==> src/rtl/led_diag_pkg.sv <==
// Package: shared constants and types for the LED channel fault diagnostics block
package led_diag_pkg;

    // ------------------------------------------------------------------
    // Sizes
    // ------------------------------------------------------------------
    localparam int CHANNEL_COUNT   = 3;   // Channels per controller
    localparam int COUNT_WIDTH     = 16;  // Width of deglitch and retry counters
    localparam int MAX_BUS_DEVICES = 15;  // Controllers allowed on one fault bus

    // ------------------------------------------------------------------
    // Timing counts in mclk cycles (no time values exist, plain defaults)
    // ------------------------------------------------------------------
    localparam logic [15:0] SG_DEGLITCH_CYCLES     = 16'h0040; // Ground-short deglitch
    localparam logic [15:0] SG_RETRY_PULSE_CYCLES  = 16'h0020; // Ground-short retry pulse
    localparam logic [15:0] SG_RETRY_OFF_CYCLES    = 16'h0100; // Ground-short retry off
    localparam logic [15:0] OPEN_DEGLITCH_CYCLES   = 16'h0040; // Open-load deglitch
    localparam logic [15:0] OPEN_RETRY_PULSE_CYCLES = 16'h0020; // Open retry pulse
    localparam logic [15:0] OPEN_RETRY_OFF_CYCLES  = 16'h0100; // Open retry off

    // ------------------------------------------------------------------
    // Per-channel state, one-hot
    // ------------------------------------------------------------------
    typedef enum logic [4:0] {
        ST_NORMAL   = 5'h01,  // Regulating, PWM in control
        ST_SG_ON    = 5'h02,  // Ground-short retry pulse
        ST_SG_OFF   = 5'h04,  // Ground-short retry pause
        ST_OPEN_ON  = 5'h08,  // Open / battery-short retry pulse
        ST_OPEN_OFF = 5'h10   // Open / battery-short retry pause
    } chan_state_type;

endpackage
==> src/rtl/led_channel_fault_diagnostics.sv <==
// Module: per-channel fault detection, auto-retry, thermal shutdown and fault bus
`timescale 1ns/1ns
`default_nettype none

module led_channel_fault_diagnostics #(
    parameter int                   NCH        = led_diag_pkg::CHANNEL_COUNT,
    parameter int                   CW         = led_diag_pkg::COUNT_WIDTH,
    parameter logic [CW-1:0]        SG_DEG     = led_diag_pkg::SG_DEGLITCH_CYCLES,
    parameter logic [CW-1:0]        SG_PULSE   = led_diag_pkg::SG_RETRY_PULSE_CYCLES,
    parameter logic [CW-1:0]        SG_OFF     = led_diag_pkg::SG_RETRY_OFF_CYCLES,
    parameter logic [CW-1:0]        OPEN_DEG   = led_diag_pkg::OPEN_DEGLITCH_CYCLES,
    parameter logic [CW-1:0]        OPEN_PULSE = led_diag_pkg::OPEN_RETRY_PULSE_CYCLES,
    parameter logic [CW-1:0]        OPEN_OFF   = led_diag_pkg::OPEN_RETRY_OFF_CYCLES
) (
    input  wire logic               mclk,             // 250 MHz clock
    input  wire logic               reset_n,          // Synchronous reset, active low
    input  wire logic [NCH-1:0]     pwmIn,            // PWM dimming request per channel
    input  wire logic               diagEnable,       // Diagnostic enable, high allows open check
    input  wire logic [NCH-1:0]     sgBelowRise,      // Sense below ground-short rise threshold
    input  wire logic [NCH-1:0]     sgAboveFall,      // Sense above ground-short fall threshold
    input  wire logic [NCH-1:0]     openBelowRise,    // Supply-sense diff below open rise level
    input  wire logic [NCH-1:0]     openAboveFall,    // Supply-sense diff above open fall level
    input  wire logic               tempAboveShutdown,// Junction at shutdown threshold
    input  wire logic               tempBelowRecover, // Junction below threshold minus hysteresis
    input  wire logic               faultBusIn,       // Fault bus level, low means fault
    output logic                    faultBusOut,      // Fault bus drive value, always low
    output logic                    faultBusOe,       // Fault bus sink enable, high sinks
    output logic                    faultPullupEn,    // Weak internal pullup enable
    output logic [NCH-1:0]          channelOn,        // Gate drive enable per channel
    output logic [NCH-1:0]          retryCurrentEn,   // Retry current source per channel
    output logic [NCH-1:0]          groundShortFault, // Channel in ground-short handling
    output logic [NCH-1:0]          openFault,        // Channel in open / battery-short handling
    output logic                    chargePumpEn,     // Charge pump run enable
    output logic                    faultMode,        // Reduced-current fault mode
    output logic                    thermalShutdown   // Overtemperature protection active
);

    // ------------------------------------------------------------------
    // Helpers
    // ------------------------------------------------------------------

    // Deglitch step: clear on release or disable, count while low, saturate at limit.
    // Inside the hysteresis band the count holds, so chatter does not restart it.
    function automatic logic [CW-1:0] nextDeglitch(input logic [CW-1:0] count,
                                                   input logic          enable,
                                                   input logic          below,
                                                   input logic          released,
                                                   input logic [CW-1:0] limit);
        logic [CW-1:0] result;
        result = count;
        if (!enable || released) begin
            result = '0;
        end else if (below && count != limit) begin
            result = count + 1'b1;
        end
        return result;
    endfunction

    // ------------------------------------------------------------------
    // State
    // ------------------------------------------------------------------
    led_diag_pkg::chan_state_type chanState [NCH];
    logic [CW-1:0]                sgCount   [NCH];
    logic [CW-1:0]                openCount [NCH];
    logic [CW-1:0]                retryCount[NCH];

    logic busLow;
    logic anyFault;
    logic allOff;

    // Bus low is shared state for every controller; thermal also sinks the bus, so it stops them all unless a strong external pullup holds the bus high
    assign busLow   = !faultBusIn;
    assign allOff   = busLow || thermalShutdown;
    always_comb begin
        anyFault = 1'b0;
        for (int i = 0; i < NCH; i++) begin
            anyFault = anyFault || (chanState[i] != led_diag_pkg::ST_NORMAL);
        end
    end

    // ------------------------------------------------------------------
    // Overtemperature with hysteresis
    // ------------------------------------------------------------------
    always_ff @(posedge mclk) begin
        if (!reset_n) begin
            thermalShutdown <= 1'b0;
        end else if (tempAboveShutdown) begin
            thermalShutdown <= 1'b1;
        end else if (tempBelowRecover) begin
            thermalShutdown <= 1'b0;
        end
    end

    // ------------------------------------------------------------------
    // Deglitch counters
    // ------------------------------------------------------------------
    // Ground-short only counts in on-time; open counts on or off so that a
    // battery short on an idle channel is caught too
    always_ff @(posedge mclk) begin
        if (!reset_n) begin
            for (int i = 0; i < NCH; i++) begin
                sgCount[i]   <= '0;
                openCount[i] <= '0;
            end
        end else begin
            for (int i = 0; i < NCH; i++) begin
                sgCount[i] <= nextDeglitch(sgCount[i],
                    chanState[i] == led_diag_pkg::ST_NORMAL && channelOn[i],
                    sgBelowRise[i], sgAboveFall[i], SG_DEG);
                openCount[i] <= nextDeglitch(openCount[i],
                    chanState[i] == led_diag_pkg::ST_NORMAL && diagEnable,
                    openBelowRise[i], openAboveFall[i], OPEN_DEG);
            end
        end
    end

    // ------------------------------------------------------------------
    // Channel retry state machine
    // ------------------------------------------------------------------
    // Retries keep running in fault mode so the faulty channel can recover
    always_ff @(posedge mclk) begin
        if (!reset_n) begin
            for (int i = 0; i < NCH; i++) begin
                chanState[i]  <= led_diag_pkg::ST_NORMAL;
                retryCount[i] <= '0;
            end
        end else begin
            for (int i = 0; i < NCH; i++) begin
                retryCount[i] <= retryCount[i] + 1'b1;
                case (chanState[i])
                    led_diag_pkg::ST_NORMAL: begin
                        retryCount[i] <= '0;
                        if (sgCount[i] == SG_DEG) begin
                            chanState[i] <= led_diag_pkg::ST_SG_ON;
                        end else if (openCount[i] == OPEN_DEG) begin
                            chanState[i] <= led_diag_pkg::ST_OPEN_ON;
                        end
                    end
                    led_diag_pkg::ST_SG_ON: begin
                        if (retryCount[i] == SG_PULSE - 1'b1) begin
                            retryCount[i] <= '0;
                            chanState[i]  <= sgBelowRise[i] ? led_diag_pkg::ST_SG_OFF
                                                            : led_diag_pkg::ST_NORMAL;
                        end
                    end
                    led_diag_pkg::ST_SG_OFF: begin
                        if (retryCount[i] == SG_OFF - 1'b1) begin
                            retryCount[i] <= '0;
                            chanState[i]  <= led_diag_pkg::ST_SG_ON;
                        end
                    end
                    led_diag_pkg::ST_OPEN_ON: begin
                        if (retryCount[i] == OPEN_PULSE - 1'b1) begin
                            retryCount[i] <= '0;
                            chanState[i]  <= led_diag_pkg::ST_OPEN_OFF;
                        end
                    end
                    led_diag_pkg::ST_OPEN_OFF: begin
                        if (retryCount[i] == OPEN_OFF - 1'b1) begin
                            retryCount[i] <= '0;
                            chanState[i]  <= openBelowRise[i] ? led_diag_pkg::ST_OPEN_ON
                                                              : led_diag_pkg::ST_NORMAL;
                        end
                    end
                    default: begin
                        chanState[i] <= led_diag_pkg::ST_NORMAL;
                    end
                endcase
            end
        end
    end

    // ------------------------------------------------------------------
    // Channel outputs
    // ------------------------------------------------------------------
    // PWM only reaches a channel in normal state; with the bus held high from
    // outside, busLow never rises and only the faulty channel goes dark
    always_ff @(posedge mclk) begin
        if (!reset_n) begin
            channelOn        <= '0;
            retryCurrentEn   <= '0;
            groundShortFault <= '0;
            openFault        <= '0;
        end else begin
            for (int i = 0; i < NCH; i++) begin
                channelOn[i] <= pwmIn[i] && !allOff
                                && chanState[i] == led_diag_pkg::ST_NORMAL;
                retryCurrentEn[i] <= chanState[i] == led_diag_pkg::ST_SG_ON
                                     || chanState[i] == led_diag_pkg::ST_OPEN_ON;
                groundShortFault[i] <= chanState[i] == led_diag_pkg::ST_SG_ON
                                       || chanState[i] == led_diag_pkg::ST_SG_OFF;
                openFault[i] <= chanState[i] == led_diag_pkg::ST_OPEN_ON
                                || chanState[i] == led_diag_pkg::ST_OPEN_OFF;
            end
        end
    end

    // ------------------------------------------------------------------
    // Fault bus and device mode
    // ------------------------------------------------------------------
    // Sink and pullup are exclusive so the weak source never fights the sink.
    // Up to MAX_BUS_DEVICES sinks may share the wire
    always_ff @(posedge mclk) begin
        if (!reset_n) begin
            faultBusOut   <= 1'b0;
            faultBusOe    <= 1'b0;
            faultPullupEn <= 1'b1;
            chargePumpEn  <= 1'b0;
            faultMode     <= 1'b0;
        end else begin
            faultBusOut   <= 1'b0;
            faultBusOe    <= anyFault || thermalShutdown;
            faultPullupEn <= !(anyFault || thermalShutdown);
            chargePumpEn  <= !allOff;
            faultMode     <= allOff;
        end
    end

    // ------------------------------------------------------------------
    // Assertions
    // ------------------------------------------------------------------
    for (genvar g = 0; g < NCH; g++) begin : gen_check

    end
endmodule // led_channel_fault_diagnostics

`default_nettype wire

==> config.mk <==
export PLATFORM = sky130hd
export DESIGN_NAME = led_channel_fault_diagnostics
export DESIGN_NICKNAME = d
export VERILOG_FILES = /design/src/rtl/led_diag_pkg.sv /design/src/rtl/led_channel_fault_diagnostics.sv
export SDC_FILE = /design/constraint.sdc
export NUM_CORES = 1
export LEC_CHECK = 0
export BUFFER_PORTS_ARGS = -buffer_cell sky130_fd_sc_hd__clkbuf_2
export CORE_AREA = 2 2 142 144
export DETAILED_ROUTE_END_ITERATION = 8
export DIE_AREA = 0 0 144 146
export GPL_TIMING_DRIVEN = 0
export PLACE_DENSITY = 0.69
export RECOVER_POWER = 100
export REMOVE_ABC_BUFFERS = 1
export SYNTH_ARGS = -nofsm -noshare
export SYNTH_HDL_FRONTEND = slang
export SYNTH_SLANG_ARGS = --single-unit
==> constraint.sdc <==
create_clock -name mclk -period 2.15 [get_ports mclk]
set_input_delay 0.3225 -clock mclk [delete_from_list [all_inputs] [get_ports mclk]]
set_output_delay 0.3225 -clock mclk [all_outputs]
set_load 0.005 [all_outputs]
Word level (Yosys, flattened, before mapping)
Memory sizes are Yosys's and may differ from the RTL's.
Cells that the tools add are included.
Widths: inputs -> output; s select.
Word-level totals
  register bits after elaboration: 17
  memory bits (writable): 159
  input bits: 21
  output and inout bits: 18
  logic and storage cells: 313
  memories kept: 4
Memory list
  openCount: depth 3, width 16, rd ports 3, clocked after Yosys merged registers in 0, wr ports 3, line led_channel_fault_diagnostics.sv:64  | logic [CW-1:0] openCount [NCH];
  retryCount: depth 3, width 16, rd ports 3, clocked after Yosys merged registers in 0, wr ports 3, line led_channel_fault_diagnostics.sv:65  | logic [CW-1:0] retryCount[NCH];
  sgCount: depth 3, width 16, rd ports 3, clocked after Yosys merged registers in 0, wr ports 3, line led_channel_fault_diagnostics.sv:63  | logic [CW-1:0] sgCount [NCH];
  chanState: depth 3, width 5, rd ports 3, clocked after Yosys merged registers in 0, wr ports 3, line led_channel_fault_diagnostics.sv:62  | led_diag_pkg::chan_state_type chanState [NCH];
Cells by class
  add/sub/neg operators: 9
  equality and inequality tests: 36
  mux-type cells: 160
  bitwise gates (word level): 45
  reduce and logical (&&, ||, !) cells: 50
Operators by type and width (count)
  $mux 16: 42
  $add 16x1->16 const B: 9
  $mux 5: 21
  $eq 16x7->1 const B: 6
  $ne 16x7->1 const B: 6
  $mux 1: 91
  $eq 16x5->1 const B: 3
  $eq 16x8->1 const B: 3
  $or 1x1->1: 45
  $logic_or 1x1->1: 19
  $logic_and 1x1->1: 18
  $eq 5x1->1 const B: 3
  $eq 5x2->1 const B: 3
  $eq 5x3->1 const B: 3
  $eq 5x4->1 const B: 3
  $eq 5x5->1 const B: 3
  $ne 5x1->1 const B: 3
  $reduce_or 5->1: 3
  $mux 4: 3
  $logic_not 1->1: 9
  $mux 3: 3
  $reduce_bool 2->1: 1

Depth between registers and ports, before layout
An unclocked memory read counts as a cell.
  depth after elaboration: 13
  gate-level depth with buffers: 8
  gate-level depth less buffers: 8

Worst setup path before layout
Ideal clock, no wire load.
  path type: reg-to-reg
  from: memory retryCount[0][8] (netlist name)
  to: memory chanState[2][0] (netlist name), data pin
  setup time: 0.257 ns
  arrival time: 1.811 ns
  data required time: 1.893 ns
  slack: 0.083 ns
  stages on the path, launching flop included: 6
  buffers on the path: 0
  period minus slack after synthesis: 2.067 ns
  path through: edfxtp_1 or4_4 nor4_4 a32oi_1 o311a_2 a32o_1
RTL lines (line)
  start, declared: led_channel_fault_diagnostics.sv:65
  end, declared: led_channel_fault_diagnostics.sv:62

==> results.py <==
metrics = {
    "run_status": {
        "status": "finished with violations",
        "violations": "setup timing",
    },
    "timing": {
        "maxSlewViolCount": 0,
        "max_freq_mhz": 444,
        "rsz0062_at_grt": "true",
        "setup_viol": 4,
        "fin_crit_sh_pct": 105,
        "worst_pin_slew_ns": 0.677,
        "setup_ws_ns": -0.104,
        "finalHoldViolations": 0,
        "fin_crit_ns": 2.25,
        "clock_skew_ns": 0.00901,
        "relSlewSlack_pct": 54.4,
        "hold_ws_ns": 0.0841,
    },
    "synth": {
        "ys_ff_latch": 176,
        "post-synth-top-count-cell": "nor2_1",
        "synth_warnings": 0,
        "synthCells": 953,
        "yosysSeqAreaShare_pct": 46.4,
        "synth_edf_count": 47,
        "synth_top_cell_by_area": "dfxtp_1",
        "synth_commonest_cells": "nor2_1, dfxtp_1, xnor2_1",
        "async_flop_share_pct": 0,
        "syn_avg_cell_area_sq_um": 9.03,
        "synth.top_cell.area_share_pct": 30.0,
        "synthFlopType": "dfxtp_1",
        "synth_cell_types": 57,
        "synthTopCellsByArea": "dfxtp_1, edfxtp_1, nor2_1",
        "syn-cell-area_sq_mm": 0.00861,
    },
    "clock_tree": {
        "clock_sink_count": 176,
        "path_clk_slew_ns": 0.07,
        "clock_latency_ns": 0.43,
        "cts_buffer_depth": 2,
        "cts_buffers": 17,
        "cts_root_buf": "clkbuf_16",
        "holdBufCountCts": 0,
        "h-tree-depth": 4,
        "cts_tree": "yes",
    },
    "floorplan": {
        "num_io_pins": 39,
        "initial_utilization_pct": 44.5,
        "die_area_sq_mm": 0.0210,
        "core_area_sq_mm": 0.0193,
        "fp.dieH_um": 146,
        "die_x_um": 144,
        "core.rowCount": 51,
    },
    "setup_path": {
        "crit_path_max_fanout": 4,
        "crit_type": "reg -> reg",
        "reg2reg_from": "retryCount[0][8]",
        "end_kind": "flip-flop",
        "worstPathArrival_ns": 2.42,
        "startpoint_type": "flip-flop",
        "crit_required_ns": 2.31,
        "critPathMaxStageDelay_ns": 0.60,
        "crit_start": "retryCount[0][8]",
        "cp_slowest_cell": "or4_4",
        "path_cells": "or4_4 -> nor4_4 -> a32oi_2 -> o311a_4 -> o211ai_4 -> buf_6 -> o2111ai_2",
    },
    "final_layout": {
        "layout.area.seq_sq_mm": 0.00400,
        "n_antenna_cell": 0,
        "synthToLayoutAreaGrowth_pct": 18.4,
        "fillers": 1785,
        "nets": 1094,
        "multi_input_area_sq_mm": 0.00463,
        "drive_gt1_share_pct": 13.5,
    },
    "detailed_routing": {
        "routed_via_density": 5.09,
        "first_pass_iters": 5,
        "routed_wl_mm": 17.6,
        "drtIter0Drc": 418,
        "num_vias": 6801,
        "drc": 0,
        "ant_nets": 0,
        "routedWlPerCell_um": 13.2,
    },
    "placed_design": {
        "dp_worst_setup_slack_ns": -0.382,
        "place_hpwl_mm": 11.8,
        "gp_congestion": 0.826,
        "port_buffers": 37,
    },
    "grt": {
        "grt_overflow_total": 0,
        "grt_pass1_wl_mm": 29.5,
        "grt_max_degree": 18,
        "grt_pass1_vias": 6475,
        "grt_usage_pct": 17.2,
        "antenna_found_initial": 0,
    },
    "power": {
        "powerDensity_mw_per_mm2": 782,
        "power_w": 0.00797,
        "ir_worst_vdd_mv": 0.614,
        "power_leakage_nw": 3.60,
    },
    "run": {
        "drv_cap": 0,
    },
    "worst_hold_path": {
        "min_from": "pwmIn[2]",
        "hold_path_class": "in -> reg",
    },
}
[path summary, 6_finish.rpt]
check / endpoint / slack, ns / cells past startpoint
setup / recovery: chanState[1][0] / -0.10 / 7
hold / removal: channelOn[2] / 0.08 / 3
setup reg to reg: chanState[1][0] / -0.10 / 7
hold reg to reg: retryCount[2][0] / 0.41 / 1
[layout make-up]
class / instances / area share [%]
multi-input cells: 742 / 45.4
flip-flops and latches: 176 / 39.2
repair buffers: 84 / 5.20
clock buffers: 20 / 4.48
well taps: 265 / 3.25
inverters: 37 / 1.36
clock inverters: 12 / 1.08
[flip-flops by register name (all words and copies together), names as in the netlist, 3 cells and up]
name,count
groundShortFault,3
chanState,15
openFault,3
retryCurrentEn,3
channelOn,3
openCount,48
retryCount,48
sgCount,48
[routing by layer]
layer,track usage (%),up-vias,wire length (um)
li1,-,3495,-
met4,4.71,0,251
met2,28.8,101,8430
met5,0,-,0
met3,5.20,22,783
met1,21.4,3183,8140
[kinds of logic after synthesis]
| logic type | after synthesis | synth area share (%) |
|---|---|---|
| XOR/XNOR | 129 | 13.1 |
| adder cells (fa/ha/maj) | 15 | 2.18 |
| AO/OA/AOI/OAI | 66 | 4.94 |
| multiplexers | 2 | 0.233 |
| buffers and inverters | 66 | 3.13 |
| other | 2 | 0.0873 |
| AND/OR/NAND/NOR | 497 | 29.9 |
| flip-flops | 176 | 46.4 |
[per-stage QoR]
stage | setup TNS, ns | cells | utilization [%] | instance area (sq um)
final | -0.241 | 1336 | 52.7 | 10200
after global routing | -3.17 | 1336 | 52.7 | 10200
after CTS | -0.699 | 1315 | 51.6 | 9970
after detailed placement | -25.77 | 1257 | 47.1 | 9110
after global placement | -21.69 | 1257 | 47.1 | 9110
after floorplan | 0 | 955 | - | 8590
[timing repair]
item | CTS | global route
pin swaps | 14 | 18
setup endpoints to repair | 137 | 73
cloned | 0 | 0
gates resized for setup | 19 | 19
setup buffers | 26 | 21
[layout by cell type, fill, tap and decap left out, types with 10 or more instances in the layout]
cell type  instances
nand3b_1          11
inv_1             37
nor3_1            23
xnor2_1           65
ha_1              15
nand4_1           28
and4_1            11
a21oi_1           27
buf_4             40
and3_1            34
clkbuf_2          30
xor2_1            64
clkbuf_16         17
conb_1            33
nor2_1           171
nor2b_1           11
dfxtp_1          128
clkbuf_1          10
o21ai_0           20
nand3_1           55
nor4_1            24
or3_1             21
edfxtp_1          47
nand2_1           61
[power by group]
part           switching [W]  leakage (nW)  total (W)  internal (W)
clock network        0.00132         0.281    0.00299       0.00166
logic               0.000594          1.80    0.00112      0.000524
registers           0.000231          1.53    0.00386       0.00363
[critical path: cells and delay by family (launching register included)]
| family | cells | cell delay [ns] |
|---|---|---|
| AO/OA/AOI/OAI | 4 | 0.51 |
| buffers and inverters | 1 | 0.13 |
| flip-flops | 1 | 0.40 |
| AND/OR/NAND/NOR | 2 | 0.94 |
Power figures use the tool's default switching activity.
